[src/hw/qdc_pkg.sv]
// Constants and carrier types for the four-channel DAC serial controller.
// Assumes a single system clock domain; serial pins are sampled by it.
package qdc_pkg;
  localparam int QDC_WORD_W = 16;
  localparam int QDC_DATA_W = 12;
  localparam int QDC_CHANNELS = 4;
  localparam int QDC_CMD_HI = 15;
  localparam int QDC_CMD_LO = 12;
  localparam logic [4:0] QDC_BIT_CNT_FULL = 5'h10;
  // Address/control codes {addr hi, addr lo, cmd hi, cmd lo}
  localparam logic [1:0] QDC_CTL_LOAD_IN = 2'h1;
  localparam logic [1:0] QDC_CTL_LOAD_UPD = 2'h3;
  localparam logic [3:0] QDC_CODE_NOP = 4'h0;
  localparam logic [3:0] QDC_CODE_UPDATE = 4'h4;
  localparam logic [3:0] QDC_CODE_LOAD_ALL = 4'h8;
  localparam logic [3:0] QDC_CODE_SHUTDOWN = 4'hC;
  localparam logic [3:0] QDC_CODE_UPO_LOW = 4'h2;
  localparam logic [3:0] QDC_CODE_UPO_HIGH = 4'h6;
  localparam logic [3:0] QDC_CODE_MODE_RISE = 4'hE;
  localparam logic [3:0] QDC_CODE_MODE_FALL = 4'hA;
  // Settling time after power-up or wake, for the controlling logic
  localparam int QDC_SETTLE_NS = 15000;
  localparam int QDC_CLK_NS = 4;
  localparam int QDC_SETTLE_CYC = QDC_SETTLE_NS / QDC_CLK_NS;

  typedef logic [QDC_DATA_W-1:0] qdc_code_t;

  typedef struct packed {
    logic cs_n;
    logic sclk;
    logic din;
  } qdc_pins_t;
endpackage : qdc_pkg

[src/hw/qdc_core.sv]
// Serial command and register logic of a four-channel 12-bit DAC.
// Assumes the serial master runs its clock well below CLK/4.
// Function
// Clear input low zeroes all registers, user output and serial output.
// Lockout input low makes the shutdown command ignored.
// One 16-bit shift register receives words and echoes them out.
// Each of four channels has an input register and a DAC register.
// Code 1100 enters shutdown only while lockout input is high.
// In shutdown, serial interface works and input registers are kept.
// Shutdown ends by copying inputs to DACs or loading new data.
// Master waits 15 us before trusting outputs after wake.
// Word is address, control, then 12 data bits, MSB first.
// Shift register contents appear on the serial output.
// Commands load inputs, load DACs directly, or copy all inputs.
// Power-up state equals the cleared state, falling-edge mode.
// Chip select low samples data on serial clock rising edges.
// Word is decoded and applied when chip select returns high.
// Control 01 loads input, 11 also updates DACs, 1000 loads all.
// Data-free codes: update, shutdown, user output, edge mode, nop.
`timescale 1ns/100ps
`default_nettype none
module qdc_core
  import qdc_pkg::*;
#(
  parameter int CHANNELS = QDC_CHANNELS
) (
  input wire logic CLK,
  input wire logic RST,
  input wire logic CE,
  input wire logic CLEAR_N,
  input wire logic CS_N,
  input wire logic SCLK,
  input wire logic DIN,
  input wire logic SHUTDOWN_LOCKOUT_N,
  output logic DOUT,
  output logic USER_LOGIC_OUTPUT,
  output logic SHUTDOWN,
  output logic MODE_RISE,
  output qdc_code_t [CHANNELS-1:0] DAC_CODE,
  output qdc_code_t [CHANNELS-1:0] INPUT_CODE
);

  // ****************************************
  // State
  // ****************************************
  typedef struct packed {
    qdc_pins_t s1;
    qdc_pins_t s2;
    logic lock1;
    logic lock2;
    logic clr1;
    logic clr2;
    logic sclk_d;
    logic cs_d;
    // shared in/out shift register
    logic [QDC_WORD_W-1:0] shift;
    logic [4:0] bits;
    logic dout;
    logic user_logic_output;
    logic shdn;
    logic mode_rise;
    // two-stage channel buffer
    qdc_code_t [CHANNELS-1:0] inreg;
    qdc_code_t [CHANNELS-1:0] dacreg;
    qdc_code_t [CHANNELS-1:0] dac_out;
  } qdc_state_t;

  qdc_state_t st;
  qdc_state_t next_st;

  logic sclk_rise;
  logic sclk_fall;
  logic cs_rise;
  logic [3:0] code;
  logic [1:0] addr;
  qdc_code_t data;

  assign sclk_rise = st.s2.sclk & ~st.sclk_d & ~st.s2.cs_n;
  assign sclk_fall = ~st.s2.sclk & st.sclk_d & ~st.s2.cs_n;
  assign cs_rise = st.s2.cs_n & ~st.cs_d;
  // word fields
  assign code = st.shift[QDC_CMD_HI:QDC_CMD_LO];
  assign addr = code[3:2];
  assign data = st.shift[QDC_DATA_W-1:0];

  // ****************************************
  // Next state
  // ****************************************
  always_comb begin
    next_st = st;
    next_st.s1 = '{cs_n: CS_N, sclk: SCLK, din: DIN};
    next_st.s2 = st.s1;
    next_st.lock1 = SHUTDOWN_LOCKOUT_N;
    next_st.lock2 = st.lock1;
    next_st.clr1 = CLEAR_N;
    next_st.clr2 = st.clr1;
    next_st.sclk_d = st.s2.sclk;
    next_st.cs_d = st.s2.cs_n;
    // sample on rising edge
    if (sclk_rise) begin
      next_st.shift = {st.shift[QDC_WORD_W-2:0], st.s2.din};
      if (st.bits != QDC_BIT_CNT_FULL) begin
        next_st.bits = st.bits + 5'h1;
      end
    end
    // echo out per edge mode
    if (st.mode_rise ? sclk_rise : sclk_fall) begin
      next_st.dout = st.shift[QDC_WORD_W-1];
    end
    if (~st.s2.cs_n && st.cs_d) begin
      next_st.bits = 5'h0;
    end
    // decode on chip select rise
    if (cs_rise && st.bits == QDC_BIT_CNT_FULL) begin
      // load commands
      if (code[1:0] == QDC_CTL_LOAD_IN) begin
        next_st.inreg[addr] = data;
      end else if (code[1:0] == QDC_CTL_LOAD_UPD) begin
        // load and update all DACs
        next_st.inreg[addr] = data;
        next_st.dacreg = next_st.inreg;
        next_st.shdn = 1'b0;
      end else if (code == QDC_CODE_LOAD_ALL) begin
        for (int i = 0; i < CHANNELS; i++) begin
          next_st.inreg[i] = data;
          next_st.dacreg[i] = data;
        end
        // wake with new data
        next_st.shdn = 1'b0;
      end else if (code == QDC_CODE_UPDATE) begin
        // wake by recall
        next_st.dacreg = st.inreg;
        next_st.shdn = 1'b0;
      end else if (code == QDC_CODE_SHUTDOWN) begin
        // shutdown gated by lockout
        if (st.lock2) begin
          next_st.shdn = 1'b1;
        end
      end else if (code == QDC_CODE_UPO_LOW) begin
        next_st.user_logic_output = 1'b0;
      end else if (code == QDC_CODE_UPO_HIGH) begin
        next_st.user_logic_output = 1'b1;
      end else if (code == QDC_CODE_MODE_RISE) begin
        // edge mode and update
        next_st.mode_rise = 1'b1;
        next_st.dacreg = st.inreg;
        next_st.shdn = 1'b0;
      end else if (code == QDC_CODE_MODE_FALL) begin
        next_st.mode_rise = 1'b0;
        next_st.dacreg = st.inreg;
        next_st.shdn = 1'b0;
      end
    end
    // lockout low wakes, keeps outputs
    if (!st.lock2) begin
      next_st.shdn = 1'b0;
    end
    // clear zeroes all but the pin synchronizers and edge detectors
    if (!st.clr2) begin
      next_st.shift = '0;
      next_st.bits = 5'h0;
      next_st.dout = 1'b0;
      next_st.user_logic_output = 1'b0;
      next_st.shdn = 1'b0;
      next_st.mode_rise = 1'b0;
      next_st.inreg = '0;
      next_st.dacreg = '0;
    end
    // blank codes in shutdown
    next_st.dac_out = next_st.shdn ? '0 : next_st.dacreg;
  end

  // reset equals cleared state
  always_ff @(posedge CLK or posedge RST) begin
    if (RST) begin
      st <= '0;
    end else if (CE) begin
      st <= next_st;
    end
  end

  // registered blanked codes
  assign DAC_CODE = st.dac_out;
  assign INPUT_CODE = st.inreg;
  assign DOUT = st.dout;
  assign USER_LOGIC_OUTPUT = st.user_logic_output;
  assign SHUTDOWN = st.shdn;
  assign MODE_RISE = st.mode_rise;

  // ****************************************
  // Checks
  // ****************************************
  // clear zeroes
  clear_zero_a: assert property (@(posedge CLK) disable iff (RST)
    (CE && !st.clr2) |=> (st.dout == 1'b0 && st.user_logic_output == 1'b0 &&
    st.inreg == '0 && st.dacreg == '0))
    else $error("clear did not zero state");
  // lockout blocks shutdown
  lockout_block_a: assert property (@(posedge CLK) disable iff (RST)
    (CE && !st.lock2) |=> !st.shdn)
    else $error("shutdown while locked out");
  // shutdown command
  shdn_enter_a: assert property (@(posedge CLK) disable iff (RST)
    (CE && cs_rise && st.bits == QDC_BIT_CNT_FULL &&
    code == QDC_CODE_SHUTDOWN && st.lock2 && st.clr2) |=> st.shdn)
    else $error("shutdown command not taken");
  // inputs kept in shutdown
  shdn_keep_a: assert property (@(posedge CLK) disable iff (RST)
    (st.shdn && !cs_rise && st.clr2) |=> $stable(st.inreg))
    else $error("input register changed without command");
  // shift on rising edge
  shift_rise_a: assert property (@(posedge CLK) disable iff (RST)
    (CE && sclk_rise && st.clr2) |=>
    st.shift[0] == $past(st.s2.din))
    else $error("serial bit not sampled");
  // input load
  load_in_a: assert property (@(posedge CLK) disable iff (RST)
    (CE && cs_rise && st.bits == QDC_BIT_CNT_FULL && st.clr2 &&
    code[1:0] == QDC_CTL_LOAD_IN) |=> st.inreg[$past(addr)] == $past(data))
    else $error("input register not loaded");
  // update copies inputs
  update_all_a: assert property (@(posedge CLK) disable iff (RST)
    (CE && cs_rise && st.bits == QDC_BIT_CNT_FULL && st.clr2 &&
    code == QDC_CODE_UPDATE) |=> st.dacreg == $past(st.inreg))
    else $error("DAC registers not updated");
  // echo of shift MSB
  echo_out_a: assert property (@(posedge CLK) disable iff (RST)
    (CE && st.clr2 && !st.mode_rise && sclk_fall) |=>
    st.dout == $past(st.shift[QDC_WORD_W-1]))
    else $error("serial echo wrong");
endmodule : qdc_core
`default_nettype wire

[config.mk]
export PLATFORM = sky130hd
export DESIGN_NAME = qdc_core
export DESIGN_NICKNAME = d
export VERILOG_FILES = /design/src/hw/qdc_pkg.sv /design/src/hw/qdc_core.sv
export SDC_FILE = /design/constraint.sdc
export NUM_CORES = 1
export LEC_CHECK = 0
export BUFFER_PORTS_ARGS = -buffer_cell sky130_fd_sc_hd__buf_2
export CORE_ASPECT_RATIO = 1.75
export CORE_MARGIN = 1
export CORE_UTILIZATION = 35
export DETAILED_ROUTE_END_ITERATION = 10
export HOLD_SLACK_MARGIN = 0.1
export SLEW_MARGIN = 20
export SYNTH_ARGS = -nofsm -noshare
export SYNTH_HDL_FRONTEND = slang
export SYNTH_SLANG_ARGS = --single-unit
[constraint.sdc]
create_clock -name CLK -period 7.6 [get_ports CLK]
set_input_delay 0.38 -clock CLK [delete_from_list [all_inputs] [get_ports CLK]]
set_output_delay 0.38 -clock CLK [all_outputs]
set_load 0.05 [all_outputs]
==> results.md <==
- Async set-reset flop share out of synthesis: 100%
- Maximum VDD drop: 0.148 mV
- Worst hold path type: in -> async
- DP Wirelength: 21.0 mm
- I/O Pins: between 100 and 150
- Overall Power: between 1500 and 2000 uW
- Total track usage: between 20% and 30%
- Reg2Reg Depth: 6
- Clock latency on the worst-skew pair: 0.46 ns
- Postcts setup bufs: 0
- Crit path required time: 7.98 ns
- Synth Flop Type: dfrtp_1
- DRT iter0 DRCs: 660
- Critical path fanouts, max: 36
- Clk buf depth: 2
- Ratio of final minimum period to clock period: roughly 48%
- Syn avg cell area: 10.2 sq um
- Global-route wire length before repair: 49.4 mm
- Fillers: 2929
- Detail Route Antenna Nets: 0
- PwrDens: roughly 180 nW/um^2
- Ys Warns: 0
- Die X: between 100 and 150 um
- Leak: 0.00483 uW
- Final setup viols: 0
- Register-to-register path setup slack: 3.98 ns
- Congestion Overflow GR: 0
- Hold Fails Final Rpt: 0
- Core area: 29600 sq um
- Starting Density: 35.8%
- # diodes: 0
- Clk sinks: 181
- Clock Skews: 0.0109 ns
- Post_cts resized: 0
- Via count: 8095
- Startpoint Class: flip-flop
- Largest net degree at the start of global routing: 114
- Crit-path cells: buf_4 -> nand2_1 -> or3_1 -> o2bb2ai_1 -> o21ai_0 -> a21oi_1
- H-Tree Depth: 4
- Nets: 991
- Unique masters post-synth: 70
- Placer Congestion: 0.841
- Vias in the first global route: 8216
- Yosys reg bits: 181
- Cell count after synthesis: 1039
- Status: complete, no violations
- Worst-margin pin slew: between 1 and 1.5 ns
- # port buffers: 107
- Avg WL per Cell: 22.8 um
- CP max-delay cell: or3_1
- Syn-to-layout area delta: 4.80%
- Die footprint: 31000 sq um
- Sequential area share after synthesis: 42.8%
- Clock root buffer: clkbuf_16
- DR pass1 iterations: 5
- Final slew viol count: 0
- Crit-path max cell delay: 1.01 ns
- CTS tree: built
- Final min period: 3.62 ns
- Die H: between 200 and 250 um
- Total Routed Length: 31.3 mm
- Worst reg2reg path startpoint: code[1]
- Post-Syn Area: 10600 sq um
- Number of max-cap violations: 0
- Max_slew headroom: between 20% and 30%
- Share of post-route cells with drive strength above 1: 18.7%
- EDFF count, synth: 0
- Crit Path Category: reg -> reg
- Total CTS buffers: 17
- RSZ-0062 raised after global routing: false
- Worst r2r dst: st[70]
- Setup TNS: 0 ns
- Post-synthesis net count: 1049
- Arr. time, crit path: 4.00 ns
- Crit end category: flip-flop
- DRC: 0
- Placed cells: 1344
- Fmax: 277 MHz
- Hold Buf Count CTS: 0
- Row cnt: 83
- Vias per cell: between 5 and 6
- Reg clk slew, reported paths: 0.08 ns
- Non-filler instance count after layout: between 1000 and 1500
- Antenna violations before repair: 0
## how the worst max path moves through the flow
stage,endpoint,startpoint,cells after the start,slack [ns]
after floorplan,DAC_CODE[0],RST,1,2.30
after global placement,st[70],code[1],6,4.08
after detailed placement,st[70],code[1],6,3.95
after CTS,st[70],code[1],6,3.94
after global routing,st[70],code[1],6,3.77
final,st[70],code[1],6,3.98
## flip-flops by register name, summed over array words and instances, names as in the netlist
signal	cells
st	58
DAC_CODE	48
INPUT_CODE	48
data	12
next_st	7
addr	2
code	2
DOUT	1
MODE_RISE	1
SHUTDOWN	1
USER_LOGIC_OUTPUT	1
## power breakdown
| part | internal (uW) | total (uW) | switching [uW] |
|---|---|---|---|
| clock network | 497 | 911 | 415 |
| logic | 19.2 | 93.2 | 74.0 |
| registers | 973 | 987 | 14.3 |
| total | 1490 | 1990 | 503 |
## placed cells by master (no fill, tap or decap), types with 3 or more instances in the layout
master,n
o32ai_1,4
nor4b_1,9
o211a_1,8
clkbuf_16,17
mux2i_1,64
a31oi_1,14
o21ai_0,36
nor3_1,39
and3_1,3
o211ai_1,5
nor2_1,32
nand2b_1,19
inv_1,17
dfrtp_1,179
clkinvlp_4,4
and3b_1,3
a22o_1,68
clkinv_4,3
a21oi_1,37
o2111ai_1,5
a22oi_1,11
a211oi_1,6
mux2_2,16
xor2_1,4
o2bb2ai_1,115
buf_4,13
nand4_1,6
nor4_1,5
nand2_1,39
buf_2,107
or3b_1,3
o22ai_1,6
o21bai_1,24
o21a_1,10
nor2b_1,6
inv_6,3
## metrics by stage
stage,utilization [%],cell area [sq um],hold slack [ns],worst slack (ns)
finish,37.5,11100,0.0439,3.98
global route,37.5,11100,0.109,3.77
CTS,37.5,11100,0.106,3.94
detailed placement,35.5,10500,0.468,3.95
global placement,35.5,10500,0.467,4.08
floorplan,-,10600,0.449,2.30
## logic make-up (layout without fill, tap and decap cells)
| group | count (synthesis) | after routing | synth area share, % |
|---|---|---|---|
| AOI/OAI and AO/OA | 370 | 370 | 27.1 |
| buffers and inverters | 216 | 171 | 12.1 |
| and+or+nand+nor | 184 | 184 | 9.42 |
| DFF | 181 | 181 | 42.8 |
| muxes | 80 | 80 | 7.75 |
| xor gates and xnor gates | 6 | 6 | 0.567 |
| adders and majority gates | 2 | 2 | 0.236 |
## synth_stat cells (all sizes together) (3+ instances only)
cell,count,area share (%)
o21ai,37,1.7
nor2,33,1.2
nor2b,6,0.35
mux2i,64,6.0
a22o,68,5.6
nor4b,10,0.89
o211ai,5,0.35
o22ai,6,0.35
and3,3,0.18
o2111ai,5,0.41
a21oi,38,1.9
buf,153,9.9
xor2,4,0.33
a31oi,14,0.83
o2bb2ai,115,9.5
or3b,5,0.41
o211a,8,0.76
nand4,6,0.35
nor4,5,0.30
o32ai,4,0.33
o21a,10,0.71
nand2,40,1.4
a211oi,6,0.43
or2,3,0.18
and3b,3,0.25
a22oi,11,0.78
o21bai,24,1.7
dfrtp,181,43
clkbuf,44,1.6
nor3,41,2.0
mux2,16,1.7
inv,18,0.64
nand2b,19,1.1
## worst max-delay path: cells and delay by family, from the launching register on
| kind | cells | cell delay [ns] |
|---|---|---|
| buf+inv | 1 | 0.47 |
| compound gates | 3 | 0.70 |
| simple gates | 2 | 1.65 |
| flops | 1 | 0.68 |
## layer usage
metal  wire length, um  GRT usage, %  share of wire, %
met2             15500          34.6                50
met5                 0             0                 0
met4              1210          12.1               3.9
met3              1510          3.51               4.8
met1             13100          25.6                42
## layout make-up
class / count / area [sq um] / area share, %
sequential: 181 / 4530 / 40.8
multi-input combinational: 642 / 4780 / 43.1
timing repair buffer: 120 / 633 / 5.71
clock inverter: 13 / 148 / 1.33
clock buffer: 19 / 443 / 3.99
inverter: 19 / 78.8 / 0.710
tap: 382 / 478 / 4.31
Power figures use the tool's default switching activity.
